$ cat src/rtl/gpp_cfg.svh
// constants for the general purpose pin port
`ifndef GPP_CFG_SVH
`define GPP_CFG_SVH

`define GPP_PINS          8
`define GPP_AW            12
// data window: addr[11:10] zero, addr[9:2] is the pin mask
`define GPP_DATA_REGION   2'h0
`define GPP_OFS_DIR       12'h400
`define GPP_OFS_TRIG      12'h404
`define GPP_OFS_STRENGTH  12'h408
`define GPP_OFS_SLEW      12'h40C
`define GPP_OFS_PULL      12'h410
`define GPP_OFS_ODRAIN    12'h414
`define GPP_OFS_PSEL      12'h418
`define GPP_OFS_IMASK     12'h41C
`define GPP_OFS_RAW       12'h420
`define GPP_OFS_MASKED    12'h424
`define GPP_OFS_ICLR      12'h428

`define GPP_RST_DIR       16'h0000
`define GPP_RST_TRIG      24'h000000
`define GPP_RST_STRENGTH  16'h0000
`define GPP_RST_SLEW      8'h00
`define GPP_RST_PULL_OFF  16'h0000
`define GPP_RST_PULL_UP   16'h5555
`define GPP_RST_ODRAIN    8'h00
`define GPP_RST_PSEL      8'h00
`define GPP_RST_IMASK     8'h00

`endif

$ cat src/rtl/dummy_none.sv
// spare slot: holds no logic, per-pin logic sits in gpp_in_sync and gpp_out_drive

$ cat src/rtl/gpp_pkg.sv
// types of the general purpose pin port
package gpp_pkg;
   typedef enum logic [1:0] {
      GPP_DIR_IN  = 2'h0,
      GPP_DIR_OUT = 2'h1,
      GPP_DIR_HW  = 2'h2
   } gpp_dir_t;

   typedef enum logic [2:0] {
      GPP_TRIG_FALL = 3'h0,
      GPP_TRIG_RISE = 3'h1,
      GPP_TRIG_BOTH = 3'h2,
      GPP_TRIG_LOW  = 3'h3,
      GPP_TRIG_HIGH = 3'h4
   } gpp_trig_t;

   typedef enum logic [1:0] {
      GPP_STR_2MA = 2'h0,
      GPP_STR_4MA = 2'h1,
      GPP_STR_8MA = 2'h2
   } gpp_str_t;

   typedef enum logic [1:0] {
      GPP_PULL_OFF  = 2'h0,
      GPP_PULL_UP   = 2'h1,
      GPP_PULL_DOWN = 2'h2
   } gpp_pull_t;
endpackage

$ cat src/rtl/gpp_in_sync.sv
// one pin input synchroniser and trigger detector
`timescale 1ns/1ps
module gpp_in_sync (
   // clock and reset
   input  wire logic       core_clk_in,
   input  wire logic       rstn_in,
   // pin and trigger kind
   input  wire logic       pad_in,
   input  wire logic [2:0] trig_in,
   // results
   output logic            sync_out,
   output logic            event_out
);
   logic meta;
   logic prev;
   logic next_meta;
   logic next_sync;
   logic next_prev;

   always_comb begin
      next_meta = pad_in;
      next_sync = meta;
      next_prev = sync_out;
      event_out = 1'b0;
      case (trig_in)
         gpp_pkg::GPP_TRIG_FALL: event_out = prev & ~sync_out;
         gpp_pkg::GPP_TRIG_RISE: event_out = ~prev & sync_out;
         gpp_pkg::GPP_TRIG_BOTH: event_out = prev ^ sync_out;
         gpp_pkg::GPP_TRIG_LOW:  event_out = ~sync_out;
         gpp_pkg::GPP_TRIG_HIGH: event_out = sync_out;
         default:                event_out = 1'b0;
      endcase
   end

   always_ff @(posedge core_clk_in or negedge rstn_in) begin
      if (!rstn_in) begin
         meta     <= 1'b0;
         sync_out <= 1'b0;
         prev     <= 1'b0;
      end else begin
         meta     <= next_meta;
         sync_out <= next_sync;
         prev     <= next_prev;
      end
   end
endmodule

$ cat src/rtl/gpp_out_drive.sv
// one pin output driver and pad control
`timescale 1ns/1ps
module gpp_out_drive (
   // clock and reset
   input  wire logic       core_clk_in,
   input  wire logic       rstn_in,
   // configuration
   input  wire logic [1:0] dir_in,
   input  wire logic       psel_in,
   input  wire logic       present_in,
   input  wire logic       odrain_in,
   input  wire logic [1:0] strength_in,
   input  wire logic       slew_in,
   input  wire logic [1:0] pull_in,
   // data sources
   input  wire logic       sw_val_in,
   input  wire logic       periph_val_in,
   input  wire logic       periph_oe_in,
   // pad side
   output logic            pin_out,
   output logic            pin_oe_out,
   output logic [1:0]      strength_out,
   output logic            slew_out,
   output logic            pull_up_out,
   output logic            pull_down_out
);
   logic       hw;
   logic       val;
   logic       en;
   logic       next_pin;
   logic       next_oe;
   logic [1:0] next_str;
   logic       next_slew;
   logic       next_pu;
   logic       next_pd;

   always_comb begin
      hw  = psel_in | (dir_in == gpp_pkg::GPP_DIR_HW);
      val = 1'b0;
      en  = 1'b0;
      if (hw) begin
         // no peripheral behind this pin: stay quiet
         val = present_in & periph_val_in;
         en  = present_in & periph_oe_in;
      end else if (dir_in == gpp_pkg::GPP_DIR_OUT) begin
         val = sw_val_in;
         en  = 1'b1;
      end
      if (odrain_in) begin
         // only ever pulls low, line floats for a one
         next_pin = 1'b0;
         next_oe  = en & ~val;
      end else begin
         next_pin = val;
         next_oe  = en;
      end
      next_str  = strength_in;
      next_slew = slew_in & (strength_in == gpp_pkg::GPP_STR_8MA);
      next_pu   = (pull_in == gpp_pkg::GPP_PULL_UP);
      next_pd   = (pull_in == gpp_pkg::GPP_PULL_DOWN);
   end

   always_ff @(posedge core_clk_in or negedge rstn_in) begin
      if (!rstn_in) begin
         pin_out       <= 1'b0;
         pin_oe_out    <= 1'b0;
         strength_out  <= 2'h0;
         slew_out      <= 1'b0;
         pull_up_out   <= 1'b0;
         pull_down_out <= 1'b0;
      end else begin
         pin_out       <= next_pin;
         pin_oe_out    <= next_oe;
         strength_out  <= next_str;
         slew_out      <= next_slew;
         pull_up_out   <= next_pu;
         pull_down_out <= next_pd;
      end
   end
endmodule

$ cat src/rtl/gpp_port.sv
// general purpose pin port top: registers, pins, interrupt
`timescale 1ns/1ps
`include "gpp_cfg.svh"
module gpp_port #(
   parameter logic       PULL_UP_RESET  = 1'b0,
   parameter logic [7:0] PERIPH_PRESENT = 8'hFF
) (
   // clock and reset
   input  wire logic        core_clk_in,
   input  wire logic        rstn_in,
   // register bus
   input  wire logic [11:0] addr_in,
   input  wire logic [31:0] wdata_in,
   input  wire logic        wr_in,
   input  wire logic        rd_in,
   output logic [31:0]      rdata_out,
   // pins
   input  wire logic [7:0]  pin_in,
   output logic [7:0]       pin_out,
   output logic [7:0]       pin_oe_out,
   // pad controls
   output logic [15:0]      pad_strength_out,
   output logic [7:0]       pad_slew_out,
   output logic [7:0]       pad_pull_up_out,
   output logic [7:0]       pad_pull_down_out,
   // peripheral functions
   input  wire logic [7:0]  periph_val_in,
   input  wire logic [7:0]  periph_oe_in,
   output logic [7:0]       periph_val_out,
   // interrupt request
   output logic             irq_out
);
   localparam logic [15:0] PULL_RST =
      PULL_UP_RESET ? `GPP_RST_PULL_UP : `GPP_RST_PULL_OFF;

   // configuration and state
   logic [15:0] dir;
   logic [23:0] trig;
   logic [15:0] strength;
   logic [7:0]  slew;
   logic [15:0] pull;
   logic [7:0]  odrain;
   logic [7:0]  psel;
   logic [7:0]  imask;
   logic [7:0]  raw;
   logic [7:0]  outv;
   logic [7:0]  pin_sync;
   logic [7:0]  pin_event;
   logic [7:0]  hw_own;

   // next values
   logic [15:0] next_dir;
   logic [23:0] next_trig;
   logic [15:0] next_strength;
   logic [7:0]  next_slew;
   logic [15:0] next_pull;
   logic [7:0]  next_odrain;
   logic [7:0]  next_psel;
   logic [7:0]  next_imask;
   logic [7:0]  next_raw;
   logic [7:0]  next_outv;
   logic [31:0] next_rdata;
   logic        next_irq;
   logic [7:0]  next_periph;

   // decode helpers
   logic        in_data;
   logic [7:0]  amask;
   logic [7:0]  clr;

   genvar n;
   generate
      for (n = 0; n < `GPP_PINS; n = n + 1) begin : g_pin
         assign hw_own[n] = psel[n] |
            (dir[2*n+1:2*n] == gpp_pkg::GPP_DIR_HW);

         gpp_in_sync u_in (
            .core_clk_in (core_clk_in),
            .rstn_in     (rstn_in),
            .pad_in      (pin_in[n]),
            .trig_in     (trig[3*n+2:3*n]),
            .sync_out    (pin_sync[n]),
            .event_out   (pin_event[n])
         );

         gpp_out_drive u_out (
            .core_clk_in   (core_clk_in),
            .rstn_in       (rstn_in),
            .dir_in        (dir[2*n+1:2*n]),
            .psel_in       (psel[n]),
            .present_in    (PERIPH_PRESENT[n]),
            .odrain_in     (odrain[n]),
            .strength_in   (strength[2*n+1:2*n]),
            .slew_in       (slew[n]),
            .pull_in       (pull[2*n+1:2*n]),
            .sw_val_in     (outv[n]),
            .periph_val_in (periph_val_in[n]),
            .periph_oe_in  (periph_oe_in[n]),
            .pin_out       (pin_out[n]),
            .pin_oe_out    (pin_oe_out[n]),
            .strength_out  (pad_strength_out[2*n+1:2*n]),
            .slew_out      (pad_slew_out[n]),
            .pull_up_out   (pad_pull_up_out[n]),
            .pull_down_out (pad_pull_down_out[n])
         );
      end
   endgenerate

   always_comb begin
      in_data = (addr_in[11:10] == `GPP_DATA_REGION);
      amask   = addr_in[9:2];

      next_dir      = dir;
      next_trig     = trig;
      next_strength = strength;
      next_slew     = slew;
      next_pull     = pull;
      next_odrain   = odrain;
      next_psel     = psel;
      next_imask    = imask;
      next_outv     = outv;
      clr           = 8'h00;

      if (wr_in) begin
         if (in_data) begin
            // one write moves every selected pin at once
            next_outv = (outv & ~amask) | (wdata_in[7:0] & amask);
         end else begin
            case (addr_in)
               `GPP_OFS_DIR:      next_dir      = wdata_in[15:0];
               `GPP_OFS_TRIG:     next_trig     = wdata_in[23:0];
               `GPP_OFS_STRENGTH: next_strength = wdata_in[15:0];
               `GPP_OFS_SLEW:     next_slew     = wdata_in[7:0];
               `GPP_OFS_PULL:     next_pull     = wdata_in[15:0];
               `GPP_OFS_ODRAIN:   next_odrain   = wdata_in[7:0];
               `GPP_OFS_PSEL:     next_psel     = wdata_in[7:0];
               `GPP_OFS_IMASK:    next_imask    = wdata_in[7:0];
               `GPP_OFS_ICLR:     clr           = wdata_in[7:0];
               default:           clr           = 8'h00;
            endcase
         end
      end

      // a new event in the clearing cycle survives; level trigger
      // re-sets while the level persists, so clear only sticks once gone
      next_raw = (raw & ~clr) | pin_event;

      next_irq = |(raw & imask);

      next_rdata = 32'h0000_0000;
      if (rd_in) begin
         if (in_data) begin
            next_rdata = {24'h00_0000, pin_sync & amask};
         end else begin
            case (addr_in)
               `GPP_OFS_DIR:      next_rdata = {16'h0000, dir};
               `GPP_OFS_TRIG:     next_rdata = {8'h00, trig};
               `GPP_OFS_STRENGTH: next_rdata = {16'h0000, strength};
               `GPP_OFS_SLEW:     next_rdata = {24'h00_0000, slew};
               `GPP_OFS_PULL:     next_rdata = {16'h0000, pull};
               `GPP_OFS_ODRAIN:   next_rdata = {24'h00_0000, odrain};
               `GPP_OFS_PSEL:     next_rdata = {24'h00_0000, psel};
               `GPP_OFS_IMASK:    next_rdata = {24'h00_0000, imask};
               `GPP_OFS_RAW:      next_rdata = {24'h00_0000, raw};
               `GPP_OFS_MASKED:   next_rdata = {24'h00_0000, raw & imask};
               default:           next_rdata = 32'h0000_0000;
            endcase
         end
      end

      // peripheral sees the pin only when it owns it and exists
      next_periph = pin_sync & hw_own & PERIPH_PRESENT;
   end

   always_ff @(posedge core_clk_in or negedge rstn_in) begin
      if (!rstn_in) begin
         dir            <= `GPP_RST_DIR;
         trig           <= `GPP_RST_TRIG;
         strength       <= `GPP_RST_STRENGTH;
         slew           <= `GPP_RST_SLEW;
         pull           <= PULL_RST;
         odrain         <= `GPP_RST_ODRAIN;
         psel           <= `GPP_RST_PSEL;
         imask          <= `GPP_RST_IMASK;
         raw            <= 8'h00;
         outv           <= 8'h00;
         rdata_out      <= 32'h0000_0000;
         irq_out        <= 1'b0;
         periph_val_out <= 8'h00;
      end else begin
         dir            <= next_dir;
         trig           <= next_trig;
         strength       <= next_strength;
         slew           <= next_slew;
         pull           <= next_pull;
         odrain         <= next_odrain;
         psel           <= next_psel;
         imask          <= next_imask;
         raw            <= next_raw;
         outv           <= next_outv;
         rdata_out      <= next_rdata;
         irq_out        <= next_irq;
         periph_val_out <= next_periph;
      end
   end
endmodule

$ cat config.mk
export PLATFORM = sky130hd
export DESIGN_NAME = gpp_port
export DESIGN_NICKNAME = d
export VERILOG_FILES = /design/src/rtl/dummy_none.sv /design/src/rtl/gpp_pkg.sv /design/src/rtl/gpp_in_sync.sv /design/src/rtl/gpp_out_drive.sv /design/src/rtl/gpp_port.sv
export VERILOG_INCLUDE_DIRS = /design/src /design/src/rtl
export SDC_FILE = /design/constraint.sdc
export NUM_CORES = 1
export LEC_CHECK = 0
export ABC_AREA = 1
export BUFFER_PORTS_ARGS = -buffer_cell sky130_fd_sc_hd__buf_4
export CAP_MARGIN = 40
export CORE_MARGIN = 2
export CORE_UTILIZATION = 50
export DETAILED_ROUTE_END_ITERATION = 10
export GPL_TIMING_DRIVEN = 0
export PLACE_DENSITY_LB_ADDON = 0.2
export REMOVE_ABC_BUFFERS = 1
export SETUP_SLACK_MARGIN = 0.5
export SLEW_MARGIN = 0
export SYNTH_ARGS = -nofsm -noshare
export SYNTH_HDL_FRONTEND = slang
export SYNTH_SLANG_ARGS = --single-unit
export TNS_END_PERCENT = 1
$ cat constraint.sdc
create_clock -name core_clk_in -period 3.55 [get_ports core_clk_in]
set_input_delay 0.71 -clock core_clk_in [delete_from_list [all_inputs] [get_ports core_clk_in]]
set_output_delay 0.71 -clock core_clk_in [all_outputs]
set_load 0.01 [all_outputs]
Word-level counts from Yosys, hierarchy flattened
Cells that the tools add are included.
{"block": "op_classes", "eq_ne": 83, "n_mux": 62, "bitwise_logic": 83, "reduce_logical": 19}
{"op": "$pmux 24 s10", "n": 1}
{"op": "$eq 12x11->1 const B", "n": 11}
{"op": "$and 8x8->8", "n": 6}
{"op": "$eq 2x2->1 const B", "n": 24}
{"op": "$eq 3x2->1 const B", "n": 16}
{"op": "$mux 1", "n": 48}
{"op": "$mux 24", "n": 2}
{"op": "$pmux 1 s5", "n": 8}
{"op": "$and 1x1->1", "n": 32}
{"op": "$eq 2x1->1 const B", "n": 16}
{"op": "$not 1->1", "n": 25}
{"op": "$eq 3x1->1 const B", "n": 8}
{"op": "$eq 3x3->1 const B", "n": 8}
{"op": "$logic_not 3->1", "n": 8}
{"op": "$mux 8", "n": 3}
{"op": "$reduce_and 3->1", "n": 8}
{"op": "$not 8->8", "n": 2}
{"op": "$or 8x8->8", "n": 2}
{"op": "$or 1x1->1", "n": 8}
{"op": "$reduce_or 8->1", "n": 1}
{"op": "$xor 1x1->1", "n": 8}
{"op": "$logic_not 2->1", "n": 1}
{"op": "$reduce_and 2->1", "n": 1}
{"block": "word_totals", "regBits": 241, "inputBits": 72, "out_inout_bits": 97, "word_cells": 332}

Depth between registers and ports, before layout
{"block": "depth", "ltp_word": 7, "ltp_mapped": 12, "depth_no_buf": 11}

By module
A second synthesis with hierarchy kept.
{"block": "unflattened", "hier_cells": 1287, "area_unflattened_um2": 10904.2}
{"module": "gpp_port", "instances": 1, "cells_per_inst": 871, "area_per_inst_um2": 7330.8, "seq_area_each_um2": 3828.7}
{"module": "gpp_out_drive", "instances": 8, "cells_per_inst": 30, "area_per_inst_um2": 275.3, "seq_area_each_um2": 175.2}
{"module": "gpp_in_sync", "instances": 8, "cells_per_inst": 22, "area_per_inst_um2": 171.4, "seq_area_each_um2": 75.1}

Worst setup path after synthesis
No wires, ideal clock.
{"block": "synth_path", "path_type": "input-to-reg", "start": "input addr_in[11]", "end": "register raw[3]", "setup_ps": 138, "t_arrival_ps": 1791, "required_time_ps": 3412, "slack_ps": 1621, "stages": 8, "path_buffers": 2, "cell_sequence": "inv_1 -> nand2_1 -> nor2_4 -> buf_2 -> buf_4 -> nand4_2 -> o21ai_0 -> o221ai_1"}
{"block": "synth_between", "elab_chain_cells": 7, "elab_cells_between_ends": 8, "cone_classes": "eq/ne (1); mux (3); bitwise (3); reduce/logical (1)"}
{"item": "start: declaration", "line": "gpp_port.sv:12", "text": "input wire logic [11:0] addr_in,"}
{"item": "$eq 12x11->1", "line": "gpp_port.sv:129", "text": "case (addr_in)"}
{"item": "$mux 8", "line": "gpp_port.sv:129"}
{"item": "$mux 8 *", "line": "gpp_port.sv:125", "text": "if (in_data) begin"}
{"item": "$mux 8 *", "line": "gpp_port.sv:124", "text": "if (wr_in) begin"}
{"item": "$not 8->8 *", "line": "gpp_port.sv:146", "text": "next_raw = (raw & ~clr) | pin_event;"}
{"item": "$and 8x8->8 *", "line": "gpp_port.sv:146"}
{"item": "$or 8x8->8 *", "line": "gpp_port.sv:146"}
{"item": "net next_raw[3]", "line": "gpp_port.sv:60", "text": "logic [7:0] next_raw;"}
{"item": "end signal: assignment", "line": "gpp_port.sv:199", "text": "raw <= next_raw;"}
{"item": "end: declaration", "line": "gpp_port.sv:45", "text": "logic [7:0] raw;"}
Mark *: on every way through the listed nets, which the timed path passes. The rest lies on a longest branch.
A chain may end at the register's enable or synchronous reset.

Worst setup path in the final report
{"block": "layout_path", "start": "input addr_in[9]", "end": "register trig[5]"}
{"block": "layout_between", "elab_chain_cells": 2}
{"item": "$eq 12x11->1", "line": "gpp_port.sv:129"}
{"item": "$reduce_and 3->1 (no line)"}
{"item": "end signal: assignment", "line": "gpp_port.sv:178", "text": "trig <= `GPP_RST_TRIG;"}
{"item": "end signal: assignment", "line": "gpp_port.sv:192", "text": "trig <= next_trig;"}
{"item": "end: declaration", "line": "gpp_port.sv:38", "text": "logic [23:0] trig;"}
No other way between the ends.

==> flow_summary.html <==
<table>
<tr><th>Metric</th><th>Value</th></tr>
<tr><th colspan="2">STA</th></tr>
<tr><td>Final hold viol count</td><td>0</td></tr>
<tr><td>Fmax</td><td>363 MHz</td></tr>
<tr><td>Fin. max-slew vios</td><td>0</td></tr>
<tr><td>Fin worst setup slack</td><td>792 ps</td></tr>
<tr><td>Setup repair after global routing missed its margin</td><td>no</td></tr>
<tr><td>Min cycle time layout</td><td>roughly 2800 ps</td></tr>
<tr><td>Worst slew margin relative to its limit</td><td>42.6%</td></tr>
<tr><td>Final cycle utilization of the critical path</td><td>around 78%</td></tr>
<tr><td>Minimum hold slack</td><td>303 ps</td></tr>
<tr><td>Actual slew at the worst max-slew pin</td><td>approximately 860 ps</td></tr>
<tr><td>Clock Skews</td><td>between 8 and 9 ps</td></tr>
<tr><td>Setup-failing EPs final</td><td>0</td></tr>
<tr><th colspan="2">Final layout</th></tr>
<tr><td>Layout overhead on the synthesized area</td><td>19.1%</td></tr>
<tr><td>Inserted Diodes</td><td>0</td></tr>
<tr><td># nets final</td><td>1394</td></tr>
<tr><td>Share of layout cells above drive strength 1</td><td>17.4%</td></tr>
<tr><td>Fill cells</td><td>roughly 1800</td></tr>
<tr><td>Post-Layout Cell Count</td><td>1594</td></tr>
<tr><th colspan="2">Global routing</th></tr>
<tr><td>Total global routing track utilization</td><td>23.5%</td></tr>
<tr><td>Via count of the first global-routing pass</td><td>~7600</td></tr>
<tr><td>Maximum number of pins on one net before global-route repair</td><td>~130</td></tr>
<tr><td>Wire length of the first global-routing pass</td><td>40.1 mm</td></tr>
<tr><td>Global route total overflow</td><td>0</td></tr>
<tr><td>Initial antenna violation count</td><td>0</td></tr>
<tr><th colspan="2">Clock network</th></tr>
<tr><td>H-Tree Level Count</td><td>1</td></tr>
<tr><td>Deepest clock path buffer count</td><td>3</td></tr>
<tr><td>Post-CTS Resized</td><td>0</td></tr>
<tr><td>TritonCTS Sinks</td><td>233</td></tr>
<tr><td>Clk Latency, worst-skew pair</td><td>roughly 510 ps</td></tr>
<tr><td>Root buffer cell</td><td>sky130_fd_sc_hd__clkbuf_16</td></tr>
<tr><td>Clock tree from TritonCTS</td><td>built</td></tr>
<tr><td>Clk pin slew, worst setup/hold paths</td><td>approximately 60 ps</td></tr>
<tr><td>Cts bufs inserted</td><td>24</td></tr>
<tr><td>Setup Buffers After CTS</td><td>0</td></tr>
<tr><th colspan="2">Synth</th></tr>
<tr><td>Prevailing post-synth register cell</td><td>sky130_fd_sc_hd__dfrtp_1</td></tr>
<tr><td>Leading post-synthesis cells by cell area</td><td>sky130_fd_sc_hd__dfrtp_1 (56%), sky130_fd_sc_hd__nand2_1 (8.2%), sky130_fd_sc_hd__o21ai_0 (6.0%)</td></tr>
<tr><td>Netlist Area Pre-Place</td><td>0.0104 sq mm</td></tr>
<tr><td>Synth warnings</td><td>0</td></tr>
<tr><td>Sequential-to-total area share from yosys stat</td><td>56.3%</td></tr>
<tr><td>Synthesized instance count</td><td>approximately 1200</td></tr>
<tr><td>Synthesized flop and latch total</td><td>233</td></tr>
<tr><td>Mean Syn Cell Area</td><td>between 8 and 9 sq um</td></tr>
<tr><td>Post-synthesis async set-or-reset flop share</td><td>100%</td></tr>
<tr><td>Cell accounting for the most synthesized area</td><td>sky130_fd_sc_hd__dfrtp_1</td></tr>
<tr><td>Number of synthesized flops with an enable pin</td><td>0</td></tr>
<tr><td>Share of Yosys cell area claimed by the top area cell type</td><td>56.3%</td></tr>
<tr><td>Post-synth cell types</td><td>30</td></tr>
<tr><th colspan="2">Min path</th></tr>
<tr><td>Beginning of the worst hold path</td><td>pin_in[1]</td></tr>
<tr><td>Path type of the worst min-delay path</td><td>in -&gt; reg</td></tr>
<tr><th colspan="2">Pwr</th></tr>
<tr><td>Clock network fraction of design power</td><td>46.1%</td></tr>
<tr><td>Lkg Pwr</td><td>6.29 nW</td></tr>
<tr><td>Switching power total</td><td>1.22 mW</td></tr>
<tr><td>Cell-internal power</td><td>4.36 mW</td></tr>
<tr><td>Combinational fraction of design power</td><td>5.1%</td></tr>
<tr><td>Fraction of power consumed by sequential logic</td><td>48.8%</td></tr>
<tr><td>Largest voltage drop on the vdd net</td><td>between 0.0003 and 0.0004 V</td></tr>
<tr><td>Power density relative to cell area</td><td>roughly 450 mW/mm^2</td></tr>
<tr><td>Switching Share</td><td>21.9%</td></tr>
<tr><th colspan="2">Setup path</th></tr>
<tr><td>Required time worst endpoint</td><td>3910 ps</td></tr>
<tr><td>Startpoint of the most critical setup path</td><td>addr_in[9]</td></tr>
<tr><td>Type of element capturing the critical path</td><td>flop</td></tr>
<tr><td>Critical path launch point type</td><td>primary input</td></tr>
<tr><td>Crit-path cells</td><td>buf_4 -&gt; inv_1 -&gt; nand2_1 -&gt; nor2_4 -&gt; buf_12 -&gt; nand2_2 -&gt; nor2_4 -&gt; nand2_2 -&gt; inv_2 -&gt; nand2_2 -&gt; buf_12 -&gt; nand2_1 -&gt; o21ai_0</td></tr>
<tr><td>Biggest cell delay along the critical path</td><td>510 ps</td></tr>
<tr><td>Library cell appearing most often on the critical path</td><td>sky130_fd_sc_hd__nand2_2</td></tr>
<tr><td>Launch point of the worst reg-to-reg path</td><td>dir[7]$_DFFE_PN0P_</td></tr>
<tr><td>Worst setup path class</td><td>in -&gt; reg</td></tr>
<tr><td>Top fanout value on the critical path</td><td>42</td></tr>
<tr><td>Endpoint arrival time on the critical path</td><td>3120 ps</td></tr>
<tr><td>Cell with the largest stage delay on the worst path</td><td>sky130_fd_sc_hd__nor2_4</td></tr>
<tr><th colspan="2">Floorplan</th></tr>
<tr><td>Top Ports</td><td>169</td></tr>
<tr><td>Die footprint</td><td>around 0.022 sq mm</td></tr>
<tr><td>Chip width</td><td>148 um</td></tr>
<tr><td>Count of standard-cell rows</td><td>between 50 and 60</td></tr>
<tr><td>Std-Cell Core Area</td><td>0.0203 sq mm</td></tr>
<tr><td>Die extent in y</td><td>between 100 and 150 um</td></tr>
<tr><td>Effective utilization at floorplan</td><td>51.0%</td></tr>
<tr><th colspan="2">Placed design</th></tr>
<tr><td>Placed insts</td><td>1548</td></tr>
<tr><td>Place WS</td><td>201 ps</td></tr>
<tr><td>RD Place Congestion</td><td>0.907</td></tr>
<tr><td>Input/output buffers</td><td>~150</td></tr>
<tr><td>Sum of net half-perimeters after detailed placement</td><td>17.8 mm</td></tr>
<tr><th colspan="2">Detailed routing</th></tr>
<tr><td>Post-DR vias/cell</td><td>5.13</td></tr>
<tr><td>Average wire per cell in the routed design</td><td>16.1 um</td></tr>
<tr><td>Number of violations reported at the end of detailed-routing iteration 0</td><td>740</td></tr>
<tr><td>Detailed-router iteration count before antenna repair</td><td>5</td></tr>
<tr><td>Number of remaining DRC errors</td><td>0</td></tr>
<tr><td>Wire length after detailed routing</td><td>25.7 mm</td></tr>
<tr><td>ANT nets after route</td><td>0</td></tr>
<tr><td>Vias after detailed routing</td><td>around 8200</td></tr>
<tr><th colspan="2">Outcome</th></tr>
<tr><td>Run status</td><td>completed</td></tr>
<tr><th colspan="2">Run</th></tr>
<tr><td>Max-capacitance violation count</td><td>0</td></tr>
</table>
[layer usage]
metal | part of all wire [%] | track usage [%] | vias to the layer above
li1 | - | - | 3971
met3 | 6.1 | 3.24 | 45
met5 | 0 | 0 | -
met1 | 44 | 33.2 | 3887
met4 | 2.8 | 7.05 | 0
met2 | 47 | 38.1 | 282
[synthesized netlist by cell type (3+ instances only)]
cell and count:
sky130_fd_sc_hd__nand2_2 5, sky130_fd_sc_hd__o22ai_1 14, sky130_fd_sc_hd__nand2_1 226, sky130_fd_sc_hd__dfrtp_1 233, sky130_fd_sc_hd__buf_4 49, sky130_fd_sc_hd__o21ai_0 125, sky130_fd_sc_hd__o21ai_1 23, sky130_fd_sc_hd__nor2_4 7
sky130_fd_sc_hd__inv_1 160, sky130_fd_sc_hd__nor2_1 130, sky130_fd_sc_hd__buf_6 3, sky130_fd_sc_hd__nand4_1 4, sky130_fd_sc_hd__a21oi_1 31, sky130_fd_sc_hd__nor3_1 20, sky130_fd_sc_hd__o2bb2ai_1 5, sky130_fd_sc_hd__buf_2 11
sky130_fd_sc_hd__nor4_1 3, sky130_fd_sc_hd__clkbuf_1 13, sky130_fd_sc_hd__inv_2 6, sky130_fd_sc_hd__ha_1 16, sky130_fd_sc_hd__nand3_1 90, sky130_fd_sc_hd__nor2_2 3, sky130_fd_sc_hd__a31o_2 3
[kinds of logic after synthesis]
kind of cell,after synthesis,synth area share [%]
adder cells (fa/ha/maj),16,1.93
AO/OA/AOI/OAI,205,10.5
other,1,0.0362
flip-flops,233,56.3
buffers and inverters,243,10.9
AND/OR/NAND/NOR,492,20.3
[stage by stage]
step / total power, mW / utilization [%] / area (sq um) / TNS, ps
floorplan: 2.87 / - / 9870 / 0
finish: 5.58 / 60.7 / 12300 / 0
CTS: 5.63 / 60.7 / 12300 / 0
global placement: 3.04 / 55.9 / 11400 / -25120
detailed placement: 3.06 / 56.5 / 11500 / 0
global route: 5.77 / 60.7 / 12300 / 0
[worst paths after layout]
| kind | end | slack [ps] | depth (start not counted) |
|---|---|---|---|
| hold reg to reg | g_pin[7].u_in.sync_out$_DFF_PN0_ | 350 | 0 |
| setup reg to reg | g_pin[3].u_out.pin_oe_out$_DFF_PN0_ | 2040 | 5 |
| min in group asynchronous | g_pin[5].u_out.strength_out[0]$_DFF_PN0_ | 550 | 2 |
| max in group asynchronous | trig[3]$_DFFE_PN0P_ | 1760 | 4 |
| setup / recovery | trig[5]$_DFFE_PN0P_ | 790 | 13 |
| hold / removal | g_pin[1].u_in.meta$_DFF_PN0_ | 300 | 1 |
[power by group through the flow]
stage	Clock [mW]	Sequential, mW	Combinational (mW)
final	2.58	2.72	0.283
after global routing	2.73	2.73	0.320
after CTS	2.62	2.72	0.286
after detailed placement	0	2.77	0.283
after global placement	0	2.77	0.268
after floorplan	0	2.77	0.104
[cells in the final DEF, fill, tap and decap left out, types with 8 or more instances in the layout]
master / netlist / routed
sky130_fd_sc_hd__o22ai_1: 14 / 14
sky130_fd_sc_hd__dfrtp_1: 233 / 233
sky130_fd_sc_hd__conb_1: 1 / 8
sky130_fd_sc_hd__inv_1: 160 / 160
sky130_fd_sc_hd__a21oi_1: 31 / 31
sky130_fd_sc_hd__ha_1: 16 / 16
sky130_fd_sc_hd__nor3_1: 20 / 20
sky130_fd_sc_hd__nand3_1: 90 / 90
sky130_fd_sc_hd__clkbuf_16: 0 / 25
sky130_fd_sc_hd__clkbuf_8: 0 / 10
sky130_fd_sc_hd__nor2_1: 130 / 130
sky130_fd_sc_hd__buf_4: 49 / 151
sky130_fd_sc_hd__o21ai_0: 125 / 125
sky130_fd_sc_hd__nand2_1: 226 / 226
sky130_fd_sc_hd__o21ai_1: 23 / 23
[layout make-up]
type                            count  area (sq um)  share of cell area [%]
Clock buffer                       36           767                    6.22
Timing Repair Buffer              159          1280                    10.3
Multi-Input combinational cell    722          3430                    27.8
Sequential cell                   233          5830                    47.3
Inverter                          166           623                    5.05
Clock inverter                      8          71.3                   0.578
Tap cell                          270           338                    2.74
[critical path: cells and delay by family]
family	cells	cell delay, ps
buffers and inverters	5	920
AO/OA/AOI/OAI	1	80
AND/OR/NAND/NOR	7	1370
[sequential cells by signal, summed over array words and instances, names as in the netlist, named ones only]
| name | cells |
|---|---|
| rdata_out | 24 |
| trig | 24 |
| dir | 16 |
| g_pin.u_out.strength_out | 16 |
| pull | 16 |
| strength | 16 |
| g_pin.u_in.meta | 8 |
| g_pin.u_in.prev | 8 |
| g_pin.u_in.sync_out | 8 |
| g_pin.u_out.pin_oe_out | 8 |
| g_pin.u_out.pin_out | 8 |
| g_pin.u_out.pull_down_out | 8 |
| g_pin.u_out.pull_up_out | 8 |
| g_pin.u_out.slew_out | 8 |
| imask | 8 |
| odrain | 8 |
| periph_val_out | 8 |
| psel | 8 |
| raw | 8 |
| slew | 8 |
| irq_out | 1 |
[what timing repair did]
item,4_1_cts,5_1_grt
endpoints found under the setup margin,0,4
hold endpoints to repair,1,0
hold buffers,1,0
No activity file was read; power rests on OpenSTA's default activity.
